===== src/logic/pll_lock_pkg.sv =====
// package of constants and carrier types for the pll lock-detect block
// assumes one 50 MHz clock; register index = byte address / 4
package pll_lock_pkg;

   // -------------------------------------------------------------
   // clock
   // -------------------------------------------------------------
   localparam int unsigned CLK_HZ = 50_000_000;

   // -------------------------------------------------------------
   // register indices (byte address is four times the index)
   // -------------------------------------------------------------
   localparam logic [5:0] IDX_PRESCALE = 6'h16;
   localparam logic [5:0] IDX_STATUS_SEL = 6'h17;
   localparam logic [5:0] IDX_LOCK_CTRL = 6'h18;
   localparam logic [5:0] IDX_LOCK_PIN_SEL = 6'h1a;
   localparam logic [5:0] IDX_WATCH_SEL = 6'h1b;
   localparam logic [5:0] IDX_IRQ_STATUS = 6'h20;
   localparam logic [5:0] IDX_IRQ_MASK = 6'h21;
   localparam logic [5:0] IDX_STATE = 6'h22;
   localparam logic [5:0] IDX_SWALLOW = 6'h23;
   localparam logic [5:0] IDX_MAIN_CNT = 6'h24;
   localparam logic [5:0] IDX_DELAY = 6'h25;

   // -------------------------------------------------------------
   // field positions and reset values
   // -------------------------------------------------------------
   localparam int LOCK_CNT_LO = 5;
   localparam int LOCK_WIN_BIT = 4;
   localparam int LOCK_DIS_BIT = 3;
   localparam int STATUS_SEL_LO = 2;
   localparam int DLY_FB_LO = 4;
   localparam logic [7:0] RST_REG8 = 8'h00;
   localparam logic [12:0] RST_MAIN_CNT = 13'h0003;

   // -------------------------------------------------------------
   // interrupt bits
   // -------------------------------------------------------------
   localparam int IRQ_LOCK_GAIN = 0;
   localparam int IRQ_LOCK_LOSS = 1;
   localparam int IRQ_W = 2;

   // -------------------------------------------------------------
   // lock detector sizing
   // -------------------------------------------------------------
   localparam logic [7:0] DIFF_MAX = 8'hff;
   localparam logic [7:0] NEED_SEL0 = 8'h05;
   localparam logic [7:0] NEED_SEL1 = 8'h10;
   localparam logic [7:0] NEED_SEL2 = 8'h40;
   localparam logic [7:0] NEED_SEL3 = 8'hff;
   localparam logic [7:0] THR_ABP0 = 8'h02;
   localparam logic [7:0] THR_ABP1 = 8'h01;
   localparam logic [7:0] THR_ABP2 = 8'h03;
   localparam logic [7:0] THR_ABP3 = 8'h04;
   localparam logic [12:0] MAIN_BYPASS = 13'h0001;

   // -------------------------------------------------------------
   // pin mux encodings
   // -------------------------------------------------------------
   localparam logic [5:0] PIN_DIGITAL = 6'h00;
   localparam logic [5:0] PIN_ANALOG_N = 6'h01;
   localparam logic [5:0] PIN_ANALOG_P = 6'h02;
   localparam logic [5:0] PIN_CURRENT = 6'h04;
   localparam logic [4:0] MON_LOW = 5'h00;
   localparam logic [4:0] MON_DIGITAL = 5'h01;
   localparam logic [4:0] MON_CMP_HIGH = 5'h02;
   localparam logic [4:0] MON_CMP_LOW = 5'h03;

   // -------------------------------------------------------------
   // prescaler codes: 0..4 two-modulus P=2..32, 5..7 fixed 1..3
   // -------------------------------------------------------------
   localparam logic [2:0] PRE_FIXED_FIRST = 3'h5;

   // -------------------------------------------------------------
   // carrier types
   // -------------------------------------------------------------
   typedef struct packed {
      logic en;
      logic [2:0] code;
   } delay_cfg_t;

   typedef struct packed {
      logic [2:0] prescale;
      logic [5:0] swallow;
      logic [12:0] main_cnt;
   } div_cfg_t;

   typedef struct packed {
      logic lock_out;
      logic lock_oe;
      logic lock_src;
      logic status;
      logic watch;
   } pins_t;

   typedef enum logic [1:0] {
      ST_UNLOCKED = 2'b01,
      ST_LOCKED = 2'b10
   } lock_state_t;

endpackage : pll_lock_pkg


===== src/logic/pll_lock_detect.sv =====
// pll lock detector, lock pin mux and feedback path with wishbone slave
// assumes edges and comparator level are synchronous to clk (50 MHz)
`timescale 1ns/1ps
module pll_lock_detect
   import pll_lock_pkg::*;
(
   input wire logic clk,
   input wire logic nrst,
   input wire logic ce,
   input wire logic wb_cyc_i,
   input wire logic wb_stb_i,
   input wire logic wb_we_i,
   input wire logic [7:0] wb_adr_i,
   input wire logic [3:0] wb_sel_i,
   input wire logic [31:0] wb_dat_i,
   output logic [31:0] wb_dat_o,
   output logic wb_ack_o,
   input wire logic ref_edge,
   input wire logic vco_tick,
   input wire logic lock_pin_comparator,
   output logic irq,
   output logic digital_lock_detect,
   output logic lock_pin_out,
   output logic lock_pin_oe,
   output logic lock_pin_source,
   output logic status_pin,
   output logic reference_watch_pin
);

   // -------------------------------------------------------------
   // declarations
   // -------------------------------------------------------------
   logic [2:0] reg_prescale;
   logic [7:0] reg_status_sel;
   logic [7:0] reg_lock_ctrl;
   logic [5:0] reg_lock_pin_sel;
   logic [7:0] reg_watch_sel;
   logic [5:0] reg_swallow;
   logic [12:0] reg_main_cnt;
   logic [7:0] reg_delay;
   logic [IRQ_W-1:0] irq_status;
   logic [IRQ_W-1:0] irq_mask;
   logic [5:0] idx;
   logic wr_now;
   logic [31:0] next_rdata;
   logic fb_edge;
   logic ref_d;
   logic fb_d;
   logic waiting;
   logic first_ref;
   logic [7:0] span;
   logic meas_done;
   logic [7:0] diff;
   logic [7:0] lock_thr;
   logic [7:0] unlock_thr;
   logic [7:0] need;
   logic [7:0] good_cnt;
   logic detect_off;
   lock_state_t state;
   logic gain_ev;
   logic loss_ev;
   logic [IRQ_W-1:0] events;
   pins_t next_pins;

   // -------------------------------------------------------------
   // functions
   // -------------------------------------------------------------
   // byte-lane merge for a write
   function automatic logic [31:0] merge(input logic [31:0] old,
                                         input logic [31:0] wd,
                                         input logic [3:0] sel);
      logic [31:0] r;
      r = old;
      for (int i = 0; i < 4; i++) begin
         if (sel[i]) begin
            r[i*8 +: 8] = wd[i*8 +: 8];
         end
      end
      return r;
   endfunction : merge

   // monitor pin mux, shared by status and reference-watch pins
   function automatic logic mon_pick(input logic [4:0] sel, input logic lock,
                                     input logic cmp);
      logic r;
      r = 1'b0;
      if (sel == MON_DIGITAL) begin
         r = lock;
      end else if (sel == MON_CMP_HIGH) begin
         r = cmp;
      end else if (sel == MON_CMP_LOW) begin
         r = ~cmp;
      end
      return r;
   endfunction : mon_pick

   // -------------------------------------------------------------
   // wishbone slave: ack one cycle after the request, write on ack
   // -------------------------------------------------------------
   assign idx = wb_adr_i[7:2];
   assign wr_now = wb_ack_o & wb_cyc_i & wb_stb_i & wb_we_i;

   // ack pulse; dropped the cycle after it was given
   always_ff @(posedge clk or negedge nrst) begin
      if (!nrst) begin
         wb_ack_o <= 1'b0;
      end else if (ce) begin
         wb_ack_o <= wb_cyc_i & wb_stb_i & ~wb_ack_o;
      end
   end

   // read mux; unmapped indices read zero and still ack
   always_comb begin
      next_rdata = 32'h00000000;
      unique case (idx)
         IDX_PRESCALE: next_rdata[2:0] = reg_prescale;
         IDX_STATUS_SEL: next_rdata[7:0] = reg_status_sel;
         IDX_LOCK_CTRL: next_rdata[7:0] = reg_lock_ctrl;
         IDX_LOCK_PIN_SEL: next_rdata[5:0] = reg_lock_pin_sel;
         IDX_WATCH_SEL: next_rdata[7:0] = reg_watch_sel;
         IDX_IRQ_STATUS: next_rdata[IRQ_W-1:0] = irq_status;
         IDX_IRQ_MASK: next_rdata[IRQ_W-1:0] = irq_mask;
         IDX_STATE: next_rdata[15:0] = {good_cnt, 7'h00, state == ST_LOCKED};
         IDX_SWALLOW: next_rdata[5:0] = reg_swallow;
         IDX_MAIN_CNT: next_rdata[12:0] = reg_main_cnt;
         IDX_DELAY: next_rdata[7:0] = reg_delay;
         default: next_rdata = 32'h00000000;
      endcase
   end

   always_ff @(posedge clk or negedge nrst) begin
      if (!nrst) begin
         wb_dat_o <= 32'h00000000;
      end else if (ce && wb_cyc_i && wb_stb_i && !wb_ack_o) begin
         wb_dat_o <= next_rdata;
      end
   end

   // configuration registers
   always_ff @(posedge clk or negedge nrst) begin
      if (!nrst) begin
         reg_prescale <= RST_REG8[2:0];
         reg_status_sel <= RST_REG8;
         reg_lock_ctrl <= RST_REG8;
         reg_lock_pin_sel <= RST_REG8[5:0];
         reg_watch_sel <= RST_REG8;
         reg_swallow <= RST_REG8[5:0];
         reg_main_cnt <= RST_MAIN_CNT;
         reg_delay <= RST_REG8;
         irq_mask <= RST_REG8[IRQ_W-1:0];
      end else if (ce && wr_now) begin
         unique case (idx)
            IDX_PRESCALE: reg_prescale <= wb_dat_i[2:0];
            IDX_STATUS_SEL: reg_status_sel <= 8'(merge(32'(reg_status_sel), wb_dat_i,
                                                       wb_sel_i));
            IDX_LOCK_CTRL: reg_lock_ctrl <= 8'(merge(32'(reg_lock_ctrl), wb_dat_i,
                                                     wb_sel_i));
            IDX_LOCK_PIN_SEL: reg_lock_pin_sel <= wb_dat_i[5:0];
            IDX_WATCH_SEL: reg_watch_sel <= 8'(merge(32'(reg_watch_sel), wb_dat_i,
                                                     wb_sel_i));
            IDX_SWALLOW: reg_swallow <= wb_dat_i[5:0];
            IDX_MAIN_CNT: reg_main_cnt <= 13'(merge(32'(reg_main_cnt), wb_dat_i,
                                                    wb_sel_i));
            IDX_DELAY: reg_delay <= 8'(merge(32'(reg_delay), wb_dat_i, wb_sel_i));
            IDX_IRQ_MASK: irq_mask <= wb_dat_i[IRQ_W-1:0];
            default: ;
         endcase
      end
   end

   // -------------------------------------------------------------
   // edge paths: feedback divider then the two delay cells
   // -------------------------------------------------------------
   fb_divider u_fb_divider (
      .clk(clk),
      .nrst(nrst),
      .ce(ce),
      .vco_tick(vco_tick),
      .cfg('{prescale: reg_prescale, swallow: reg_swallow,
             main_cnt: reg_main_cnt}),
      .fb_edge(fb_edge)
   );

   edge_delay u_ref_delay (
      .clk(clk),
      .nrst(nrst),
      .ce(ce),
      .edge_in(ref_edge),
      .cfg(reg_delay[3:0]),
      .edge_out(ref_d)
   );

   edge_delay u_fb_delay (
      .clk(clk),
      .nrst(nrst),
      .ce(ce),
      .edge_in(fb_edge),
      .cfg(reg_delay[DLY_FB_LO +: 4]),
      .edge_out(fb_d)
   );

   // -------------------------------------------------------------
   // edge time difference, in clocks
   // -------------------------------------------------------------
   // a repeated edge on the same side means the other never came:
   // that counts as a full-scale difference, so a dead input unlocks
   always_ff @(posedge clk or negedge nrst) begin
      if (!nrst) begin
         waiting <= 1'b0;
         first_ref <= 1'b0;
         span <= 8'h00;
         meas_done <= 1'b0;
         diff <= 8'h00;
      end else if (ce) begin
         meas_done <= 1'b0;
         if (!waiting) begin
            if (ref_d && fb_d) begin
               meas_done <= 1'b1;
               diff <= 8'h00;
            end else if (ref_d || fb_d) begin
               waiting <= 1'b1;
               first_ref <= ref_d;
               span <= 8'h01;
            end
         end else if (first_ref ? fb_d : ref_d) begin
            meas_done <= 1'b1;
            diff <= span;
            waiting <= 1'b0;
         end else if (first_ref ? ref_d : fb_d) begin
            meas_done <= 1'b1;
            diff <= DIFF_MAX;
            span <= 8'h01;
         end else if (span != DIFF_MAX) begin
            span <= span + 8'h01;
         end
      end
   end

   // thresholds; high range (bit clear) doubles the window
   always_comb begin
      unique case (reg_status_sel[1:0])
         2'h0: lock_thr = THR_ABP0;
         2'h1: lock_thr = THR_ABP1;
         2'h2: lock_thr = THR_ABP2;
         2'h3: lock_thr = THR_ABP3;
      endcase
      if (!reg_lock_ctrl[LOCK_WIN_BIT]) begin
         lock_thr = lock_thr << 1;
      end
      unlock_thr = 8'((lock_thr << 1) + 8'h01); // strictly wider
   end

   // consecutive-cycle count selection
   always_comb begin
      unique case (reg_lock_ctrl[LOCK_CNT_LO +: 2])
         2'h0: need = NEED_SEL0;
         2'h1: need = NEED_SEL1;
         2'h2: need = NEED_SEL2;
         2'h3: need = NEED_SEL3;
      endcase
   end

   assign detect_off = reg_lock_ctrl[LOCK_DIS_BIT];

   // -------------------------------------------------------------
   // lock state machine
   // -------------------------------------------------------------
   always_ff @(posedge clk or negedge nrst) begin
      if (!nrst) begin
         state <= ST_UNLOCKED;
         good_cnt <= 8'h00;
      end else if (ce) begin
         if (detect_off) begin
            state <= ST_UNLOCKED;
            good_cnt <= 8'h00;
         end else if (meas_done) begin
            unique case (state)
               ST_UNLOCKED: begin
                  if (diff >= lock_thr) begin
                     good_cnt <= 8'h00; // streak broken
                  end else if (good_cnt + 8'h01 >= need) begin
                     state <= ST_LOCKED;
                     good_cnt <= 8'h00;
                  end else begin
                     good_cnt <= good_cnt + 8'h01;
                  end
               end
               ST_LOCKED: begin
                  if (diff > unlock_thr) begin
                     state <= ST_UNLOCKED; // single bad cycle
                  end
               end
            endcase
         end
      end
   end

   assign gain_ev = ce && !detect_off && meas_done && state == ST_UNLOCKED
                    && diff < lock_thr && good_cnt + 8'h01 >= need;
   assign loss_ev = ce && state == ST_LOCKED
                    && (detect_off || (meas_done && diff > unlock_thr));

   always_comb begin
      events = '0;
      events[IRQ_LOCK_GAIN] = gain_ev;
      events[IRQ_LOCK_LOSS] = loss_ev;
   end

   // -------------------------------------------------------------
   // interrupts: sticky, write one to clear, set wins over clear
   // -------------------------------------------------------------
   always_ff @(posedge clk or negedge nrst) begin
      if (!nrst) begin
         irq_status <= '0;
         irq <= 1'b0;
      end else if (ce) begin
         if (wr_now && idx == IDX_IRQ_STATUS) begin
            irq_status <= (irq_status & ~wb_dat_i[IRQ_W-1:0]) | events;
         end else begin
            irq_status <= irq_status | events;
         end
         irq <= |(irq_status & irq_mask);
      end
   end

   // -------------------------------------------------------------
   // pin muxes
   // -------------------------------------------------------------
   // lock pin: open-drain analog modes drive only during phase error,
   // so the external pull sets the idle level
   always_comb begin
      next_pins.lock_out = 1'b0;
      next_pins.lock_oe = 1'b1;
      next_pins.lock_src = 1'b0;
      if (reg_lock_pin_sel == PIN_DIGITAL) begin
         next_pins.lock_out = state == ST_LOCKED;
      end else if (reg_lock_pin_sel == PIN_ANALOG_N) begin
         next_pins.lock_oe = waiting; // low pulses on error
      end else if (reg_lock_pin_sel == PIN_ANALOG_P) begin
         next_pins.lock_out = 1'b1;
         next_pins.lock_oe = waiting; // high pulses on error
      end else if (reg_lock_pin_sel == PIN_CURRENT) begin
         next_pins.lock_src = state == ST_LOCKED;
         next_pins.lock_oe = state != ST_LOCKED; // hard ground
      end
      next_pins.status = mon_pick(reg_status_sel[STATUS_SEL_LO +: 5],
                                  state == ST_LOCKED, lock_pin_comparator);
      next_pins.watch = mon_pick(reg_watch_sel[4:0], state == ST_LOCKED,
                                 lock_pin_comparator);
   end

   // registered pins
   always_ff @(posedge clk or negedge nrst) begin
      if (!nrst) begin
         lock_pin_out <= 1'b0;
         lock_pin_oe <= 1'b0;
         lock_pin_source <= 1'b0;
         status_pin <= 1'b0;
         reference_watch_pin <= 1'b0;
         digital_lock_detect <= 1'b0;
      end else if (ce) begin
         lock_pin_out <= next_pins.lock_out;
         lock_pin_oe <= next_pins.lock_oe;
         lock_pin_source <= next_pins.lock_src;
         status_pin <= next_pins.status;
         reference_watch_pin <= next_pins.watch;
         digital_lock_detect <= state == ST_LOCKED;
      end
   end
endmodule : pll_lock_detect


===== src/logic/edge_delay.sv =====
// programmable delay cell on one phase-compare edge path
// assumes edge pulses are one clock wide and synchronous to clk
`timescale 1ns/1ps
module edge_delay
   import pll_lock_pkg::*;
(
   input wire logic clk,
   input wire logic nrst,
   input wire logic ce,
   input wire logic edge_in,
   input wire delay_cfg_t cfg,
   output logic edge_out
);
   // code 7 reads tap 6, so an eighth stage would never be read
   localparam int TAPS = 7;

   logic [TAPS-1:0] taps;

   // -------------------------------------------------------------
   // tap chain, one clock per code step
   // -------------------------------------------------------------
   genvar g;
   generate
      for (g = 0; g < TAPS; g++) begin : g_tap
         always_ff @(posedge clk or negedge nrst) begin
            if (!nrst) begin
               taps[g] <= 1'b0;
            end else if (ce) begin
               taps[g] <= (g == 0) ? edge_in : taps[(g == 0) ? 0 : g - 1];
            end
         end
      end
   endgenerate

   // disabled or code zero passes the edge straight through
   always_comb begin
      if (!cfg.en || cfg.code == 3'h0) begin
         edge_out = edge_in;
      end else begin
         edge_out = taps[cfg.code - 3'h1];
      end
   end
endmodule : edge_delay


===== src/logic/fb_divider.sv =====
// feedback divider: prescaler and swallow/main counters as one count
// assumes vco_tick is a one-clock pulse per divided oscillator edge
`timescale 1ns/1ps
module fb_divider
   import pll_lock_pkg::*;
(
   input wire logic clk,
   input wire logic nrst,
   input wire logic ce,
   input wire logic vco_tick,
   input wire div_cfg_t cfg,
   output logic fb_edge
);
   logic [17:0] total;
   logic [17:0] cnt;
   logic [5:0] ratio;
   logic fixed_mode;

   // prescaler ratio from its code
   always_comb begin
      fixed_mode = cfg.prescale >= PRE_FIXED_FIRST;
      if (fixed_mode) begin
         ratio = 6'(cfg.prescale - PRE_FIXED_FIRST + 3'h1);
      end else begin
         ratio = 6'(6'h2 << cfg.prescale);
      end
   end

   // total count; bypass, fixed and two-modulus forms
   always_comb begin
      if (fixed_mode && cfg.main_cnt == MAIN_BYPASS) begin
         total = 18'(ratio);
      end else if (fixed_mode) begin
         total = 18'(ratio * cfg.main_cnt); // swallow ignored
      end else begin
         total = 18'(ratio * cfg.main_cnt) + 18'(cfg.swallow);
      end
   end

   // -------------------------------------------------------------
   // tick counter; a zero total is treated as one
   // -------------------------------------------------------------
   always_ff @(posedge clk or negedge nrst) begin
      if (!nrst) begin
         cnt <= 18'h00000;
         fb_edge <= 1'b0;
      end else if (ce) begin
         fb_edge <= 1'b0;
         if (vco_tick) begin
            if (cnt + 18'h00001 >= total) begin
               cnt <= 18'h00000;
               fb_edge <= 1'b1;
            end else begin
               cnt <= cnt + 18'h00001;
            end
         end
      end
   end
endmodule : fb_divider


===== config.mk =====
export PLATFORM = sky130hd
export DESIGN_NAME = pll_lock_detect
export DESIGN_NICKNAME = d
export VERILOG_FILES = /design/src/logic/pll_lock_pkg.sv /design/src/logic/pll_lock_detect.sv /design/src/logic/edge_delay.sv /design/src/logic/fb_divider.sv
export SDC_FILE = /design/constraint.sdc
export NUM_CORES = 1
export LEC_CHECK = 0
export ABC_CLOCK_PERIOD_IN_PS = 16000
export BUFFER_PORTS_ARGS = -buffer_cell sky130_fd_sc_hd__buf_2
export CAP_MARGIN = 0
export CORE_AREA = 2 2 218 220
export CTS_CLUSTER_SIZE = 8
export DETAILED_ROUTE_END_ITERATION = 6
export DIE_AREA = 0 0 220 222
export PLACE_DENSITY_LB_ADDON = 0.08
export SLEW_MARGIN = 0
export SYNTH_ARGS = -nofsm -noshare
export SYNTH_HDL_FRONTEND = slang
export SYNTH_SLANG_ARGS = --single-unit

===== constraint.sdc =====
create_clock -name clk -period 16 [get_ports clk]
set_input_delay 1.6 -clock clk [delete_from_list [all_inputs] [get_ports clk]]
set_output_delay 1.6 -clock clk [all_outputs]
set_load 0.03 [all_outputs]

==> reports/metrics.json <==
{
  "outcome": {"value": "completed"},
  "slew_headroom": {"value": 37.1, "unit": "%"},
  "drt_pre_antenna_iters": {"value": 4},
  "vias": {"value": 8699},
  "placementRows": {"value": 79},
  "ys_dominant_reg_cell": {"value": "dfrtp_1"},
  "path_common_cell": {"value": "ha_1"},
  "largest_delay_share_family_worst_path": {"value": "adder cells"},
  "warning_count_from_the_yosys_run": {"value": 0},
  "netlist_area": {"value": 11500, "unit": "um2"},
  "tritoncts": {"value": "done"},
  "final_core_util": {"value": 28.1, "unit": "%"},
  "required": {"value": 16.40, "unit": "ns"},
  "dieHeight": {"value": 222, "unit": "um"},
  "max_clock_freq": {"value": 116, "unit": "MHz"},
  "postPlaceCellArea": {"value": 12400, "unit": "um2"},
  "drive_gt1_share": {"value": 14.2, "unit": "%"},
  "synth-edff-count": {"value": 0},
  "synth.lib_cells_used.distinct": {"value": 72},
  "final-setup-viol-count": {"value": 0},
  "report.final.hold_viol_count": {"value": 0},
  "drcViolationCount": {"value": 0},
  "nets": {"value": 1451},
  "post_synth.cell_area_avg": {"value": 9.39, "unit": "um2"},
  "drtIter0Drc": {"value": 392},
  "post-layout-total-power": {"value": 1.12, "unit": "mW"},
  "synth_seq_area_share": {"value": 32.6, "unit": "%"},
  "vdd_drop_max": {"value": 0.0000771, "unit": "V"},
  "detail_route.vias_per_cell": {"value": 4.61},
  "global_route.overflow_total": {"value": 0},
  "seqCellArea": {"value": 3760, "unit": "um2"},
  "fp.dieW": {"value": 220, "unit": "um"},
  "fp.coreArea": {"value": 46300, "unit": "um2"},
  "final.period_utilization": {"value": 53.7, "unit": "%"},
  "clock-skew-final": {"value": 0.0164, "unit": "ns"},
  "holdWs": {"value": 0.473, "unit": "ns"},
  "critical_path_arrival": {"value": 8.99, "unit": "ns"},
  "grt_util_all_layers": {"value": 14.2, "unit": "%"},
  "period_minus_slack": {"value": 8.59, "unit": "ns"},
  "clockBufferDepth": {"value": 2},
  "final-max-slew-violation-count": {"value": 0},
  "route.antenna.remaining_nets": {"value": 0},
  "antenna_cells": {"value": 0},
  "critical_path_class": {"value": "register to register"},
  "die_area": {"value": 48800, "unit": "um2"},
  "final-instance-count-excl-fill": {"value": 1885},
  "worst_skew_pair.late_latency": {"value": 0.47, "unit": "ns"},
  "pwr_per_cell_area": {"value": 86.3, "unit": "nW/um2"},
  "first_global_vias": {"value": 8859},
  "htreeDepth": {"value": 4},
  "tns_setup": {"value": 0, "unit": "ns"},
  "root_buffer": {"value": "clkbuf_16"},
  "ctsHoldBuffers": {"value": 0},
  "top_level_ports": {"value": 93},
  "post-cts-setup-buffer-count": {"value": 0},
  "worst_path_largest_cell_delay": {"value": 0.66, "unit": "ns"},
  "placed_cells": {"value": 1853},
  "clkTransAtPathRegs": {"value": 0.07, "unit": "ns"},
  "cp-end-kind": {"value": "register"},
  "netlist_instances": {"value": 1229},
  "critical_path.max_fanout": {"value": 19},
  "port_buffer_count": {"value": 53},
  "final_common_cell": {"value": "nand2_1"},
  "initial_antenna_violation_count": {"value": 0},
  "post-route-cell-area": {"value": 13000, "unit": "um2"},
  "place.gp.congestion": {"value": 0.742},
  "timing.final.ws_setup": {"value": 7.41, "unit": "ns"},
  "multi_input_comb_area": {"value": 7190, "unit": "um2"},
  "cp-start-kind": {"value": "register"},
  "postRouteWirelength": {"value": 33100, "unit": "um"},
  "avgRoutedWirePerCell": {"value": 17.5, "unit": "um"},
  "areaGrowthSynthToFinish": {"value": 12.7, "unit": "%"},
  "critPathBufInv": {"value": 4},
  "detailed_place_hpwl": {"value": 24600, "unit": "um"},
  "grt_pass1_wl": {"value": 52900, "unit": "um"},
  "ctsResizeCount": {"value": 0},
  "pin_count_of_the_biggest_net_entering_global_routing": {"value": 83},
  "cap_violations": {"value": 0},
  "layout_common_cells": {"value": "160 x nand2_1, 147 x dfrtp_1, 93 x inv_1"},
  "ys_seq_elements": {"value": 150},
  "clkSinkCount": {"value": 150},
  "unrepaired_setup_endpoints_after_global_routing": {"value": "false"},
  "worst-slew-pin-transition": {"value": 0.919, "unit": "ns"},
  "nFillCells": {"value": 4997},
  "preCtsSetupSlack": {"value": 7.38, "unit": "ns"},
  "leakagePower": {"value": 6.09, "unit": "nW"},
  "timing.hold.worst.class": {"value": "register to register"},
  "timing.critical_path.slowest_stage_cell": {"value": "nor2_1"},
  "synth-async-reset-ratio": {"value": 100, "unit": "%"},
  "initial_utilization": {"value": 24.9, "unit": "%"},
  "cts_buffers": {"value": 17}
}
-- layout make-up --
class / instances / share of cell area, %
Timing Repair Buffer: 62 / 2.61
Multi-Input combinational cell: 941 / 55.3
Clock buffer: 20 / 3.51
Clock inverter: 12 / 1.17
Sequential cell: 150 / 28.9
Inverter: 93 / 2.68
Tap cell: 607 / 5.84
-- final timing paths --
path	startpoint	to	slack, ns	depth (start not counted)
max	reg_prescale[0]	u_fb_divider.cnt[0]	7.41	28
min	wb_dat_o[2]	wb_dat_o[2]	0.47	1
max reg2reg	reg_prescale[0]	u_fb_divider.cnt[0]	7.41	28
min reg2reg	wb_dat_o[2]	wb_dat_o[2]	0.47	1
max in group asynchronous	nrst	reg_delay[4]	13.34	2
min in group asynchronous	nrst	u_fb_divider.cnt[14]	1.17	1
-- flip-flops by register name, indices dropped and copies added, names as in the netlist, 8 cells and up --
name and flops:
diff 8, good_cnt 8, reg_delay 8, reg_lock_ctrl 8, reg_main_cnt 13, reg_status_sel 8
reg_watch_sel 8, span 8, u_fb_divider.cnt 18, wb_dat_o 16
-- kinds of logic after synthesis --
| family | count (synthesis) | synth area share, % |
|---|---|---|
| buffers and inverters | 153 | 5.57 |
| flip-flops | 150 | 32.6 |
| AO/OA/AOI/OAI | 237 | 13.8 |
| XOR/XNOR | 52 | 3.95 |
| multiplexers | 90 | 8.90 |
| other | 1 | 0.0325 |
| AND/OR/NAND/NOR | 413 | 17.9 |
| adder cells (fa/ha/maj) | 133 | 17.4 |
-- cell usage after synthesis, types with 3 or more instances --
cell / number / area share, %
nor3b_1: 5 / 0.33
a211oi_1: 3 / 0.20
mux2_2: 71 / 6.9
o22ai_1: 3 / 0.16
o31ai_1: 4 / 0.26
nand4_1: 7 / 0.38
a21o_1: 22 / 1.4
dfstp_2: 3 / 0.68
nor3_1: 24 / 1.0
mux2i_1: 16 / 1.4
o21ai_1: 4 / 0.17
a21oi_1: 44 / 1.9
a22oi_1: 9 / 0.59
a221oi_1: 9 / 0.68
o211ai_1: 11 / 0.72
nor2_1: 55 / 1.8
a221o_1: 3 / 0.26
nand2_1: 160 / 5.2
a22o_1: 9 / 0.68
nor4_1: 11 / 0.60
clkbuf_1: 40 / 1.3
and2_1: 26 / 1.4
o21bai_1: 4 / 0.26
or3_1: 3 / 0.16
ha_1: 88 / 9.5
nand3_1: 24 / 1.0
xnor2_1: 27 / 2.0
inv_1: 93 / 3.0
and3_1: 25 / 1.4
o21ai_0: 80 / 3.5
or4_1: 3 / 0.20
fa_1: 45 / 7.8
nor2b_1: 37 / 2.0
mux4_2: 3 / 0.59
buf_4: 16 / 1.0
dfrtp_1: 147 / 32
o21a_1: 5 / 0.33
xor2_1: 25 / 1.9
nand2b_1: 19 / 1.0
-- power breakdown --
| group | total (mW) | internal, mW | switching (mW) |
|---|---|---|---|
| Sequential | 0.464 | 0.423 | 0.0416 |
| Clock | 0.429 | 0.252 | 0.176 |
| Combinational | 0.229 | 0.0869 | 0.142 |
-- per-layer routing --
layer | GRT usage (%) | vias up | routed length, um
met5 | 0 | - | 0
met4 | 4.63 | 0 | 551
met3 | 2.54 | 24 | 778
met2 | 22.3 | 85 | 15300
met1 | 19.7 | 4286 | 16500
li1 | - | 4304 | -
(Power assumes the default switching activity.)
